==> src/design/apc_consts.vh <==
// Constants for the audio pin controller: register map, fields, pin slots.
// Assumes a 32-bit APB with byte addresses in paddr[7:0].
`ifndef APC_CONSTS_VH
`define APC_CONSTS_VH

// Register byte offsets
`define APC_REG_CTRL      8'h00
`define APC_REG_DIV       8'h04
`define APC_REG_GPIO_OUT  8'h08
`define APC_REG_GPIO_EN   8'h0c
`define APC_REG_GPIO_IN   8'h10
`define APC_REG_SUBCODE   8'h14
`define APC_REG_STATUS    8'h18

// Control register fields
`define APC_CTRL_BDIR     2:0
`define APC_CTRL_WDIR     5:3
`define APC_CTRL_EXTCLK   6
`define APC_CTRL_SEL      8:7
`define APC_CTRL_FN       15:9
`define APC_CTRL_W        16
`define APC_CTRL_RST      16'h0000
`define APC_DIV_RST       8'h03

// Pin function group bits inside the FN field (1 = general purpose)
`define APC_FN_SIN        3
`define APC_FN_SOUT       4
`define APC_FN_SPDIF      5
`define APC_FN_SUB        6

// Subcode write fields
`define APC_SUB_DATA      7:0
`define APC_SUB_SYNC      8
`define APC_SUB_BITS      4'h8

// Driven pin slots
`define APC_NPIN          12
`define APC_PIN_WCLK      3
`define APC_PIN_SOUT1     6
`define APC_PIN_SOUT2     7
`define APC_PIN_SPC       8
`define APC_PIN_SPP       9
`define APC_PIN_SYNC      10
`define APC_PIN_SDAT      11
`define APC_PIN_OE_N_RST  12'h03f

// Sampled input slots
`define APC_NIN           15
`define APC_IN_BCLK       0
`define APC_IN_WCLK       3
`define APC_IN_SIN1       6
`define APC_IN_SIN3       7
`define APC_IN_EF         8
`define APC_IN_CD_CONTROL_FLAG_IN       9
`define APC_IN_SPDIF      10
`define APC_IN_RCK        14

// Serial clock framing
`define APC_BITS_PER_WORD 6'h20
`endif

==> src/design/apc_clkgen.v <==
// Bit and word clock generator for one serial audio port.
// Assumes tick is a one-cycle enable at twice the bit clock rate.
`timescale 1ns/10ps
`include "apc_consts.vh"
module apc_clkgen (
  input  wire clk,
  input  wire rst_n,
  input  wire tick,
  input  wire en,
  output reg  bclk_q,
  output reg  wclk_q
);
  reg [5:0] bit_cnt_q;

  // Word clock flips after a full word of bit clock periods
  always @(posedge clk or negedge rst_n) begin
    if (!rst_n) begin
      bclk_q    <= 1'b0;
      wclk_q    <= 1'b0;
      bit_cnt_q <= 6'h00;
    end else if (!en) begin
      bclk_q    <= 1'b0;
      wclk_q    <= 1'b0;
      bit_cnt_q <= 6'h00;
    end else if (tick) begin
      bclk_q <= ~bclk_q;
      if (bclk_q) begin
        if (bit_cnt_q == `APC_BITS_PER_WORD - 6'h01) begin
          bit_cnt_q <= 6'h00;
          wclk_q    <= ~wclk_q;
        end else begin
          bit_cnt_q <= bit_cnt_q + 6'h01;
        end
      end
    end
  end
endmodule

==> src/design/apc_pins.v <==
// Audio pin controller: serial audio, digital audio and subcode pins.
// Assumes an APB master on pclk; all pins are asynchronous to pclk.
`timescale 1ns/10ps
`include "apc_consts.vh"
module apc_pins (
  input  wire        pclk,
  input  wire        presetn,
  input  wire        psel,
  input  wire        penable,
  input  wire        pwrite,
  input  wire [7:0]  paddr,
  input  wire [31:0] pwdata,
  output wire [31:0] prdata,
  output wire        pready,
  output wire        pslverr,
  input  wire        bit_clock_port1_i,
  output wire        bit_clock_port1_o,
  output wire        bit_clock_port1_oe_n,
  input  wire        bit_clock_port2_i,
  output wire        bit_clock_port2_o,
  output wire        bit_clock_port2_oe_n,
  input  wire        bit_clock_port3_i,
  output wire        bit_clock_port3_o,
  output wire        bit_clock_port3_oe_n,
  input  wire        word_clock_port1_i,
  output wire        word_clock_port1_o,
  output wire        word_clock_port1_oe_n,
  input  wire        word_clock_port2_i,
  output wire        word_clock_port2_o,
  output wire        word_clock_port2_oe_n,
  input  wire        word_clock_port3_i,
  output wire        word_clock_port3_o,
  output wire        word_clock_port3_oe_n,
  input  wire        serial_in_port1,
  input  wire        serial_in_port3,
  output wire        serial_out_port1,
  output wire        serial_out_port1_oe_n,
  output wire        serial_out_port2,
  output wire        serial_out_port2_oe_n,
  input  wire        cd_error_flag_in,
  input  wire        cd_control_flag_in,
  input  wire        spdif_in_a,
  input  wire        spdif_in_b,
  input  wire        spdif_in_c,
  input  wire        spdif_in_d,
  output wire        spdif_out_consumer,
  output wire        spdif_out_consumer_oe_n,
  output wire        spdif_out_professional,
  output wire        spdif_out_professional_oe_n,
  input  wire        subcode_clk_in,
  output wire        subcode_sync_out,
  output wire        subcode_sync_out_oe_n,
  output wire        subcode_data_out,
  output wire        subcode_data_out_oe_n,
  input  wire        tx_data_port1,
  input  wire        tx_data_port2,
  input  wire        tx_spdif_consumer,
  input  wire        tx_spdif_professional,
  output wire [2:0]  port_bit_clk,
  output wire [2:0]  port_word_clk,
  output wire        rx_data_port1,
  output wire        rx_data_port3,
  output wire        rx_error_flag_port1,
  output wire        rx_control_flag_port1,
  output wire        spdif_rx_data
);
  reg  [`APC_CTRL_W-1:0] ctrl_q;
  reg  [7:0]             div_q;
  reg  [7:0]             div_cnt_q;
  reg  [`APC_NPIN-1:0]   gpio_out_q;
  reg  [`APC_NPIN-1:0]   gpio_en_q;
  reg  [8:0]             sc_hold_q;
  reg                    sc_pend_q;
  reg  [7:0]             sc_shift_q;
  reg  [3:0]             sc_cnt_q;
  reg                    sc_sync_q;
  reg  [31:0]            prdata_q;
  reg                    pslverr_q;
  reg  [`APC_NPIN-1:0]   pin_o_q;
  reg  [`APC_NPIN-1:0]   pin_oe_n_q;
  reg  [`APC_NPIN-1:0]   pin_o_d;
  reg  [`APC_NPIN-1:0]   pin_oe_n_d;
  reg  [`APC_NPIN-1:0]   aud_o;
  reg  [`APC_NPIN-1:0]   aud_oe_n;
  reg  [`APC_NPIN-1:0]   gfn;
  reg  [2:0]             bclk_q;
  reg  [2:0]             wclk_q;
  reg                    rx1_q;
  reg                    rx3_q;
  reg                    ef_q;
  reg                    cd_control_flag_in_q;
  reg                    spdif_rx_q;
  reg                    rck_prev_q;
  reg                    w3_prev_q;
  reg  [31:0]            rd_d;
  reg                    err_d;
  wire [`APC_NIN-1:0]    in_raw;
  wire [`APC_NIN-1:0]    in_s;
  wire [2:0]             gen_b;
  wire [2:0]             gen_w;
  wire [2:0]             gen_en;
  wire [6:0]             fn;
  wire [2:0]             bdir;
  wire [2:0]             wdir;
  wire                   ext_clk;
  wire                   int_tick;
  wire                   tick;
  wire                   rck_fall;
  wire                   w3_rise;
  wire                   wr_en;
  wire                   sc_wr;
  wire                   sub_on;
  integer                i;
  integer                j;

  assign fn      = ctrl_q[`APC_CTRL_FN];
  assign bdir    = ctrl_q[`APC_CTRL_BDIR];
  assign wdir    = ctrl_q[`APC_CTRL_WDIR];
  assign ext_clk = ctrl_q[`APC_CTRL_EXTCLK];
  assign sub_on  = ~fn[`APC_FN_SUB];

  // All input pins sampled here, so gpio reads see them whatever their use
  assign in_raw = {subcode_clk_in,
                   spdif_in_d, spdif_in_c, spdif_in_b, spdif_in_a,
                   cd_control_flag_in, cd_error_flag_in,
                   serial_in_port3, serial_in_port1,
                   word_clock_port3_i, word_clock_port2_i,
                   word_clock_port1_i,
                   bit_clock_port3_i, bit_clock_port2_i,
                   bit_clock_port1_i};

  apc_sync3 #(
    .WIDTH (`APC_NIN)
  ) u_sync (
    .clk   (pclk),
    .rst_n (presetn),
    .din   (in_raw),
    .dout  (in_s)
  );

  // APB slave, zero wait states
  assign wr_en   = psel & penable & pwrite;
  assign sc_wr   = wr_en & (paddr == `APC_REG_SUBCODE);
  assign pready  = 1'b1;
  assign prdata  = prdata_q;
  assign pslverr = pslverr_q;

  always @* begin
    rd_d  = 32'h0000_0000;
    err_d = 1'b0;
    case (paddr)
      `APC_REG_CTRL:     rd_d[`APC_CTRL_W-1:0] = ctrl_q;
      `APC_REG_DIV:      rd_d[7:0] = div_q;
      `APC_REG_GPIO_OUT: rd_d[`APC_NPIN-1:0] = gpio_out_q;
      `APC_REG_GPIO_EN:  rd_d[`APC_NPIN-1:0] = gpio_en_q;
      `APC_REG_GPIO_IN:  rd_d[`APC_NIN-1:0] = in_s;
      `APC_REG_SUBCODE:  rd_d[8:0] = sc_hold_q;
      `APC_REG_STATUS:   rd_d[3:0] = {cd_control_flag_in_q, ef_q,
                                      (sc_cnt_q != 4'h0), sc_pend_q};
      default:           err_d = 1'b1;
    endcase
  end

  // Read data captured in the setup cycle, stable through access
  always @(posedge pclk or negedge presetn) begin
    if (!presetn) begin
      prdata_q  <= 32'h0000_0000;
      pslverr_q <= 1'b0;
    end else if (psel & ~penable) begin
      prdata_q  <= pwrite ? 32'h0000_0000 : rd_d;
      pslverr_q <= err_d;
    end
  end

  // Configuration registers; reset leaves every pin in its audio role
  always @(posedge pclk or negedge presetn) begin
    if (!presetn) begin
      ctrl_q     <= `APC_CTRL_RST;
      div_q      <= `APC_DIV_RST;
      gpio_out_q <= {`APC_NPIN{1'b0}};
      gpio_en_q  <= {`APC_NPIN{1'b0}};
    end else if (wr_en) begin
      case (paddr)
        `APC_REG_CTRL:     ctrl_q <= pwdata[`APC_CTRL_W-1:0];
        `APC_REG_DIV:      div_q <= pwdata[7:0];
        `APC_REG_GPIO_OUT: gpio_out_q <= pwdata[`APC_NPIN-1:0];
        `APC_REG_GPIO_EN:  gpio_en_q <= pwdata[`APC_NPIN-1:0];
        default:           ctrl_q <= ctrl_q;
      endcase
    end
  end

  // Audio clock source: internal divider or port 3 word pin as master
  assign int_tick = (div_cnt_q == div_q);
  assign w3_rise  = in_s[`APC_IN_WCLK + 2] & ~w3_prev_q;
  assign tick     = ext_clk ? w3_rise : int_tick;

  always @(posedge pclk or negedge presetn) begin
    if (!presetn) begin
      div_cnt_q  <= 8'h00;
      w3_prev_q  <= 1'b0;
      rck_prev_q <= 1'b0;
    end else begin
      div_cnt_q  <= int_tick ? 8'h00 : div_cnt_q + 8'h01;
      w3_prev_q  <= in_s[`APC_IN_WCLK + 2];
      rck_prev_q <= in_s[`APC_IN_RCK];
    end
  end

  genvar p;
  generate
    for (p = 0; p < 3; p = p + 1) begin : g_port
      // Port 3 still makes its own word clock from its own master input; only its word pin drive is cut
      assign gen_en[p] = (bdir[p] | wdir[p]) & ~fn[p];
      apc_clkgen u_gen (
        .clk    (pclk),
        .rst_n  (presetn),
        .tick   (tick),
        .en     (gen_en[p]),
        .bclk_q (gen_b[p]),
        .wclk_q (gen_w[p])
      );
    end
  endgenerate

  // Audio-role drive and gpio overrides for every driven pin
  always @* begin
    for (i = 0; i < 3; i = i + 1) begin
      aud_o[i]                 = gen_b[i];
      aud_oe_n[i]              = ~bdir[i];
      aud_o[`APC_PIN_WCLK + i] = gen_w[i];
      aud_oe_n[`APC_PIN_WCLK + i] = ~wdir[i];
      gfn[i]                   = fn[i];
      gfn[`APC_PIN_WCLK + i]   = fn[i];
    end
    if (ext_clk) begin
      aud_oe_n[`APC_PIN_WCLK + 2] = 1'b1;
    end
    aud_o[`APC_PIN_SOUT1]    = tx_data_port1;
    aud_o[`APC_PIN_SOUT2]    = tx_data_port2;
    aud_o[`APC_PIN_SPC]      = tx_spdif_consumer;
    aud_o[`APC_PIN_SPP]      = tx_spdif_professional;
    aud_o[`APC_PIN_SYNC]     = sc_sync_q;
    aud_o[`APC_PIN_SDAT]     = sc_shift_q[7] & (sc_cnt_q != 4'h0);
    aud_oe_n[`APC_PIN_SOUT1] = 1'b0;
    aud_oe_n[`APC_PIN_SOUT2] = 1'b0;
    aud_oe_n[`APC_PIN_SPC]   = 1'b0;
    aud_oe_n[`APC_PIN_SPP]   = 1'b0;
    aud_oe_n[`APC_PIN_SYNC]  = 1'b0;
    aud_oe_n[`APC_PIN_SDAT]  = 1'b0;
    gfn[`APC_PIN_SOUT1]      = fn[`APC_FN_SOUT];
    gfn[`APC_PIN_SOUT2]      = fn[`APC_FN_SOUT];
    gfn[`APC_PIN_SPC]        = fn[`APC_FN_SPDIF];
    gfn[`APC_PIN_SPP]        = fn[`APC_FN_SPDIF];
    gfn[`APC_PIN_SYNC]       = fn[`APC_FN_SUB];
    gfn[`APC_PIN_SDAT]       = fn[`APC_FN_SUB];
    pin_o_d    = (gfn & gpio_out_q) | (~gfn & aud_o);
    pin_oe_n_d = (gfn & ~gpio_en_q) | (~gfn & aud_oe_n);
  end

  // Pins registered so they never glitch while the mux settles
  always @(posedge pclk or negedge presetn) begin
    if (!presetn) begin
      pin_o_q    <= {`APC_NPIN{1'b0}};
      pin_oe_n_q <= `APC_PIN_OE_N_RST;
    end else begin
      pin_o_q    <= pin_o_d;
      pin_oe_n_q <= pin_oe_n_d;
    end
  end

  assign bit_clock_port1_o           = pin_o_q[0];
  assign bit_clock_port1_oe_n        = pin_oe_n_q[0];
  assign bit_clock_port2_o           = pin_o_q[1];
  assign bit_clock_port2_oe_n        = pin_oe_n_q[1];
  assign bit_clock_port3_o           = pin_o_q[2];
  assign bit_clock_port3_oe_n        = pin_oe_n_q[2];
  assign word_clock_port1_o          = pin_o_q[`APC_PIN_WCLK];
  assign word_clock_port1_oe_n       = pin_oe_n_q[`APC_PIN_WCLK];
  assign word_clock_port2_o          = pin_o_q[`APC_PIN_WCLK + 1];
  assign word_clock_port2_oe_n       = pin_oe_n_q[`APC_PIN_WCLK + 1];
  assign word_clock_port3_o          = pin_o_q[`APC_PIN_WCLK + 2];
  assign word_clock_port3_oe_n       = pin_oe_n_q[`APC_PIN_WCLK + 2];
  assign serial_out_port1            = pin_o_q[`APC_PIN_SOUT1];
  assign serial_out_port1_oe_n       = pin_oe_n_q[`APC_PIN_SOUT1];
  assign serial_out_port2            = pin_o_q[`APC_PIN_SOUT2];
  assign serial_out_port2_oe_n       = pin_oe_n_q[`APC_PIN_SOUT2];
  assign spdif_out_consumer          = pin_o_q[`APC_PIN_SPC];
  assign spdif_out_consumer_oe_n     = pin_oe_n_q[`APC_PIN_SPC];
  assign spdif_out_professional      = pin_o_q[`APC_PIN_SPP];
  assign spdif_out_professional_oe_n = pin_oe_n_q[`APC_PIN_SPP];
  assign subcode_sync_out            = pin_o_q[`APC_PIN_SYNC];
  assign subcode_sync_out_oe_n       = pin_oe_n_q[`APC_PIN_SYNC];
  assign subcode_data_out            = pin_o_q[`APC_PIN_SDAT];
  assign subcode_data_out_oe_n       = pin_oe_n_q[`APC_PIN_SDAT];

  // Core-side view: clocks, receive data and CD flags
  always @(posedge pclk or negedge presetn) begin
    if (!presetn) begin
      bclk_q     <= 3'h0;
      wclk_q     <= 3'h0;
      rx1_q      <= 1'b0;
      rx3_q      <= 1'b0;
      ef_q       <= 1'b0;
      cd_control_flag_in_q     <= 1'b0;
      spdif_rx_q <= 1'b0;
    end else begin
      for (j = 0; j < 3; j = j + 1) begin
        bclk_q[j] <= bdir[j] ? gen_b[j] : in_s[`APC_IN_BCLK + j];
        wclk_q[j] <= wdir[j] ? gen_w[j] : in_s[`APC_IN_WCLK + j];
      end
      // Gpio-mode data pins give the ports silence, not stray levels
      rx1_q  <= in_s[`APC_IN_SIN1] & ~fn[`APC_FN_SIN];
      rx3_q  <= in_s[`APC_IN_SIN3] & ~fn[`APC_FN_SIN];
      ef_q   <= in_s[`APC_IN_EF] & ~fn[`APC_FN_SIN];
      cd_control_flag_in_q <= in_s[`APC_IN_CD_CONTROL_FLAG_IN] & ~fn[`APC_FN_SIN];
      spdif_rx_q <= in_s[`APC_IN_SPDIF +
                         {1'b0, ctrl_q[`APC_CTRL_SEL]}];
    end
  end

  assign port_bit_clk          = bclk_q;
  assign port_word_clk         = wclk_q;
  assign rx_data_port1         = rx1_q;
  assign rx_data_port3         = rx3_q;
  assign rx_error_flag_port1   = ef_q;
  assign rx_control_flag_port1 = cd_control_flag_in_q;
  assign spdif_rx_data         = spdif_rx_q;

  // Subcode sender; encoder clock edges come only through the synchroniser
  assign rck_fall = sub_on & rck_prev_q & ~in_s[`APC_IN_RCK];

  always @(posedge pclk or negedge presetn) begin
    if (!presetn) begin
      sc_hold_q  <= 9'h000;
      sc_pend_q  <= 1'b0;
      sc_shift_q <= 8'h00;
      sc_cnt_q   <= 4'h0;
      sc_sync_q  <= 1'b0;
    end else begin
      if (rck_fall) begin
        if ((sc_cnt_q <= 4'h1) && sc_pend_q) begin
          // Back-to-back bytes leave no gap on the data line
          sc_shift_q <= sc_hold_q[`APC_SUB_DATA];
          sc_sync_q  <= sc_hold_q[`APC_SUB_SYNC];
          sc_cnt_q   <= `APC_SUB_BITS;
          sc_pend_q  <= 1'b0;
        end else if (sc_cnt_q != 4'h0) begin
          sc_shift_q <= {sc_shift_q[6:0], 1'b0};
          sc_cnt_q   <= sc_cnt_q - 4'h1;
          if (sc_cnt_q == 4'h1) begin
            sc_sync_q <= 1'b0;
          end
        end
      end
      // A new byte written as the old one is taken still counts
      if (sc_wr) begin
        sc_hold_q <= pwdata[8:0];
        sc_pend_q <= 1'b1;
      end
    end
  end
endmodule

==> src/design/apc_sync3.v <==
// Three-stage input synchroniser with agreement filter.
// Assumes inputs asynchronous to clk; output changes once stages 2 and 3 agree.
`timescale 1ns/10ps
module apc_sync3 #(
  parameter WIDTH = 1
) (
  input  wire             clk,
  input  wire             rst_n,
  input  wire [WIDTH-1:0] din,
  output reg  [WIDTH-1:0] dout
);
  reg [WIDTH-1:0] s1_q;
  reg [WIDTH-1:0] s2_q;
  reg [WIDTH-1:0] s3_q;

  // First stage feeds only the second one
  always @(posedge clk or negedge rst_n) begin
    if (!rst_n) begin
      s1_q <= {WIDTH{1'b0}};
      s2_q <= {WIDTH{1'b0}};
      s3_q <= {WIDTH{1'b0}};
      dout <= {WIDTH{1'b0}};
    end else begin
      s1_q <= din;
      s2_q <= s1_q;
      s3_q <= s2_q;
      dout <= (s3_q & ~(s2_q ^ s3_q)) | (dout & (s2_q ^ s3_q));
    end
  end
endmodule

==> config.mk <==
export PLATFORM = sky130hd
export DESIGN_NAME = apc_pins
export DESIGN_NICKNAME = d
export VERILOG_FILES = /design/src/design/apc_clkgen.v /design/src/design/apc_pins.v /design/src/design/apc_sync3.v
export VERILOG_INCLUDE_DIRS = /design/src /design/src/design
export SDC_FILE = /design/constraint.sdc
export NUM_CORES = 1
export LEC_CHECK = 0
export CORE_MARGIN = 2
export CORE_UTILIZATION = 45
export DETAILED_ROUTE_END_ITERATION = 12
export DONT_BUFFER_PORTS = 1
export GPL_ROUTABILITY_DRIVEN = 1
export GPL_TIMING_DRIVEN = 0
export HOLD_SLACK_MARGIN = 0.05
export PLACE_DENSITY = 0.6
export SKIP_LAST_GASP = 1
export SYNTH_ARGS = -nofsm -noshare
export SYNTH_HDL_FRONTEND = slang
export SYNTH_SLANG_ARGS = --single-unit
==> constraint.sdc <==
create_clock -name pclk -period 2.35 [get_ports pclk]
set_input_delay 0 -clock pclk [delete_from_list [all_inputs] [get_ports pclk]]
set_output_delay 0 -clock pclk [all_outputs]
set_load 0.02 [all_outputs]
==> results.md <==
* Number of cells traversed by the worst register-to-register path at 6
* Maximum VDD drop at 0.601 mV
* Worst-path fanout max at 10
* Max-Cap Viols at 0
* Final Critical Period at 2.27 ns
* DRC errors left at 0
* Met3 wire length at 1.32 mm
* Layout Skew at 0.0199 ns
* Placement-stage cell area at 9320 um^2
* Source-to-sink clock delay at the later pin of the worst-skew pair at 0.52 ns
* Per-instance average area after synthesis at 12.7 um^2
* Critical Path RT at 2.75 ns
* Vertical die dimension at 145 um
* Highest routed metal layer: met4
* Length of routed wiring on met1 at 9.40 mm
* Leakage at 4.85 nW
* Total global routing overflow at 0
* Number of nets with antenna violations after detailed routing at 0
* Setup-violating endpoint count in the final report at 0
* Run status: finished, violations left
* Power per Cell Area at 828 nW/um^2
* Warning count from the yosys run at 0
* Area growth from synthesis to layout at 20.2%
* Number of iterations in the first detailed-routing pass at 4
* Detailed route wirelength on metal2 at 9.97 mm
* DR vias/cell at 5.44
* Final Hold Viols at 217
* Final non-filler cell total at 1083
* FF+latch count, synth at 217
* Data arrival, critical path at 2.66 ns
* Distinct cell type count after synthesis at 57
* Layout cell share with drive strength beyond 1 at 0.197
* Number of H-tree branching levels at 1
* Cell with the most instances after synthesis: sky130_fd_sc_hd__dfrtp_1
* Transition time at the pin with the least slew margin at 0.880 ns
* Number of placed cells counting well taps at 983
* Share of the synthesized area in the top cell type at 0.586
* Hold/Removal Path Class: in -> async
* Number of DRC violations after detailed-routing iteration 0 at 390
* Count of input and output buffers at 0
* Finished Cell Area at 10700 um^2
* Post-route fraction of the period consumed by the critical path at 0.965
* Fmax achieved at 0.441 GHz
* Root Driver: sky130_fd_sc_hd__clkbuf_16
* Critical path's top delay family: buffers and inverters
* Count of hold buffers inserted by post-cts repair at 61
* Unrepaired setup endpoints after global routing: no
* Critical Path Most Common Cell: sky130_fd_sc_hd__dlygate4sd3_1
* Overall Global Routing Usage at 0.208
* Detailed-route wire length at 21.3 mm
* TNS Setup at 0 ns
* Post-synth ARST share at 1.00
* Sink count of the clock tree at 217
* Max incr delay on CP at 0.60 ns
* Placement Rows at 51
* Core Box Area at 19500 um^2
* Global placer's final weighted congestion at 0.859
* Area enclosed by the die boundary at 21000 um^2
* Width of the die at 145 um
* Critical path buffer and inverter count at 3
* Util after Layout at 0.552
* Routed length per placed instance at 19.7 um
* Crit path capture type: flop
* Starting density of the core at 0.459
* Cell chain of the critical path: dlygate4sd3_1 > nor2_1 > nand2_1 > dlygate4sd3_1 > nor2_2 > nand3_2 > buf_2 > mux2_2
* Clock transition time at the flip-flop clock pins of the worst setup and hold paths at 0.06 ns
* Largest cells by area after synthesis: sky130_fd_sc_hd__dfrtp_1, sky130_fd_sc_hd__mux2_2, sky130_fd_sc_hd__mux2i_1, sky130_fd_sc_hd__dfstp_2, sky130_fd_sc_hd__o21ai_0
* Antenna violations before repair at 0
* CTS tree: done
* Antenna diodes at 0
* Hpwl dp at 14.5 mm
* Post-synth EDFFs at 0
* Via count at 5887
* Maximum number of pins on one net before global-route repair at 218
* Instance count on the critical path at 8
* Power, Total at 0.00889 W
* Failing checks: hold timing
* Seq/Total Area, Yosys at 0.609
* Critical path start-end classification: in -> reg
* Net count, final at 874
* Predominant post-synthesis flop cell: sky130_fd_sc_hd__dfrtp_1
* Final count of pins violating max slew at 0
* Mapped Cells at 703
* IO Count at 133
* Minimum hold slack at -0.803 ns
* CTS max path bufs at 3
* First-pass GRT wire length at 33.3 mm
* Dominant cell type by area after synthesis: sky130_fd_sc_hd__dfrtp_1
* Post-CTS setup buffer count at 0
* Number of global-route vias before repair at 5970
* Rel. slew slack at 0.412
* Critical path launch point type: input port
* CP max stage cell: sky130_fd_sc_hd__dlygate4sd3_1
* Total clock buffers created by CTS at 23
* Ranking of synthesized cells by instance count: sky130_fd_sc_hd__dfrtp_1, sky130_fd_sc_hd__mux2_2, sky130_fd_sc_hd__nand2_1
* Area of the mapped netlist at 8930 um^2
[what timing repair did]
action / in CTS / in global routing
hold endpoints to repair: 310 / 217
resized for setup: 1 / 1
setup endpoints to repair: 3 / 29
pin swaps: 0 / 0
[path summary, 6_finish.rpt]
kind,to,slack [ns],start
worst max register to register,g_port[1].u_gen.wclk_q,0.20,div_q[1]
worst min register to register,u_sync.s2_q[8],0.35,u_sync.s1_q[8]
min in group pclk,prdata[1],0.10,paddr[4]
max in group asynchronous,pin_oe_n_q[1],2.82,presetn
worst max-delay path,ctrl_q[12],0.08,paddr[7]
worst min-delay path,u_sync.s3_q[2],-0.80,presetn
[cell usage in the layout (no fill, tap or decap), types with 11 or more instances in the layout]
cell	count
sky130_fd_sc_hd__dfrtp_1	209
sky130_fd_sc_hd__mux2_2	78
sky130_fd_sc_hd__dlygate4sd3_1	61
sky130_fd_sc_hd__nand2_1	51
sky130_fd_sc_hd__o21ai_0	40
sky130_fd_sc_hd__nor2_1	34
sky130_fd_sc_hd__mux2i_1	27
sky130_fd_sc_hd__clkbuf_16	23
sky130_fd_sc_hd__nand3_1	22
sky130_fd_sc_hd__clkbuf_1	19
sky130_fd_sc_hd__a21oi_1	19
sky130_fd_sc_hd__buf_4	17
sky130_fd_sc_hd__conb_1	17
sky130_fd_sc_hd__maj3_1	15
sky130_fd_sc_hd__nor2b_1	14
sky130_fd_sc_hd__xnor2_1	11
[registers in the layout, summed over array words and instances (netlist names), 3 cells and up, named ones only]
register                count
gpio_out_q                 12
sc_cnt_q                    4
g_port.u_gen.wclk_q         3
pin_o_q                    12
gpio_en_q                  12
prdata                     16
div_q                       8
port_bit_clk                3
div_cnt_q                   8
u_sync.s1_q                15
ctrl_q                     16
sc_hold_q                   9
pin_oe_n_q                 12
port_word_clk               3
g_port.u_gen.bclk_q         3
u_sync.s2_q                15
g_port.u_gen.bit_cnt_q     18
u_sync.s3_q                15
sc_shift_q                  8
[kinds of logic (layout without fill, tap and decap cells)]
| logic type | count (synthesis) | in the layout | synth area share |
|---|---|---|---|
| mux | 109 | 109 | 0.139 |
| compound gates | 115 | 115 | 0.0839 |
| other cells | 2 | 17 | 0.000841 |
| buf+inv | 52 | 152 | 0.0305 |
| fa+ha+maj | 22 | 22 | 0.0266 |
| flops | 217 | 217 | 0.609 |
| xor+xnor | 15 | 15 | 0.0147 |
| simple gates | 171 | 171 | 0.0953 |
[area by class of cell]
cell class                 instances  area, um^2
multi-input combinational        449        3280
timing repair buffer              61         611
clock inverter                     6         134
fill                            1690        8730
sequential                       217        5440
tap                              265         332
buffer                            42         235
inverter                           9        33.8
clock buffer                      34         667
[layer usage]
metal / vias to the layer above / track usage
met5: - / 0
met4: 0 / 0.0731
met3: 48 / 0.0428
met2: 180 / 0.323
met1: 2970 / 0.292
li1: 2689 / -
[report_power, final]
part	internal [W]	switching, W	total (W)
clock	0.00239	0.00142	0.00381
combinational	0.000379	0.000560	0.000939
sequential	0.00393	0.000211	0.00414
total	0.00670	0.00219	0.00889
[worst reg2reg max path, cell delays in order (launching register included)]
cell and delay [ns]:
sky130_fd_sc_hd__dfstp_2 0.58, sky130_fd_sc_hd__xnor2_1 0.13, sky130_fd_sc_hd__nand4_1 0.21, sky130_fd_sc_hd__o31a_1 0.33
sky130_fd_sc_hd__buf_6 0.17, sky130_fd_sc_hd__or4_1 0.48, sky130_fd_sc_hd__a21oi_1 0.16
[stage by stage]
stage	hold slack (ns)	setup WS, ns
after global routing	-0.822	0.0335
after floorplan	-0.296	0.488
final	-0.803	0.0820
after CTS	-0.840	0.0237
after detailed placement	-0.290	0.0185
after global placement	-0.285	0.0806
Power figures use the tool's default switching activity.
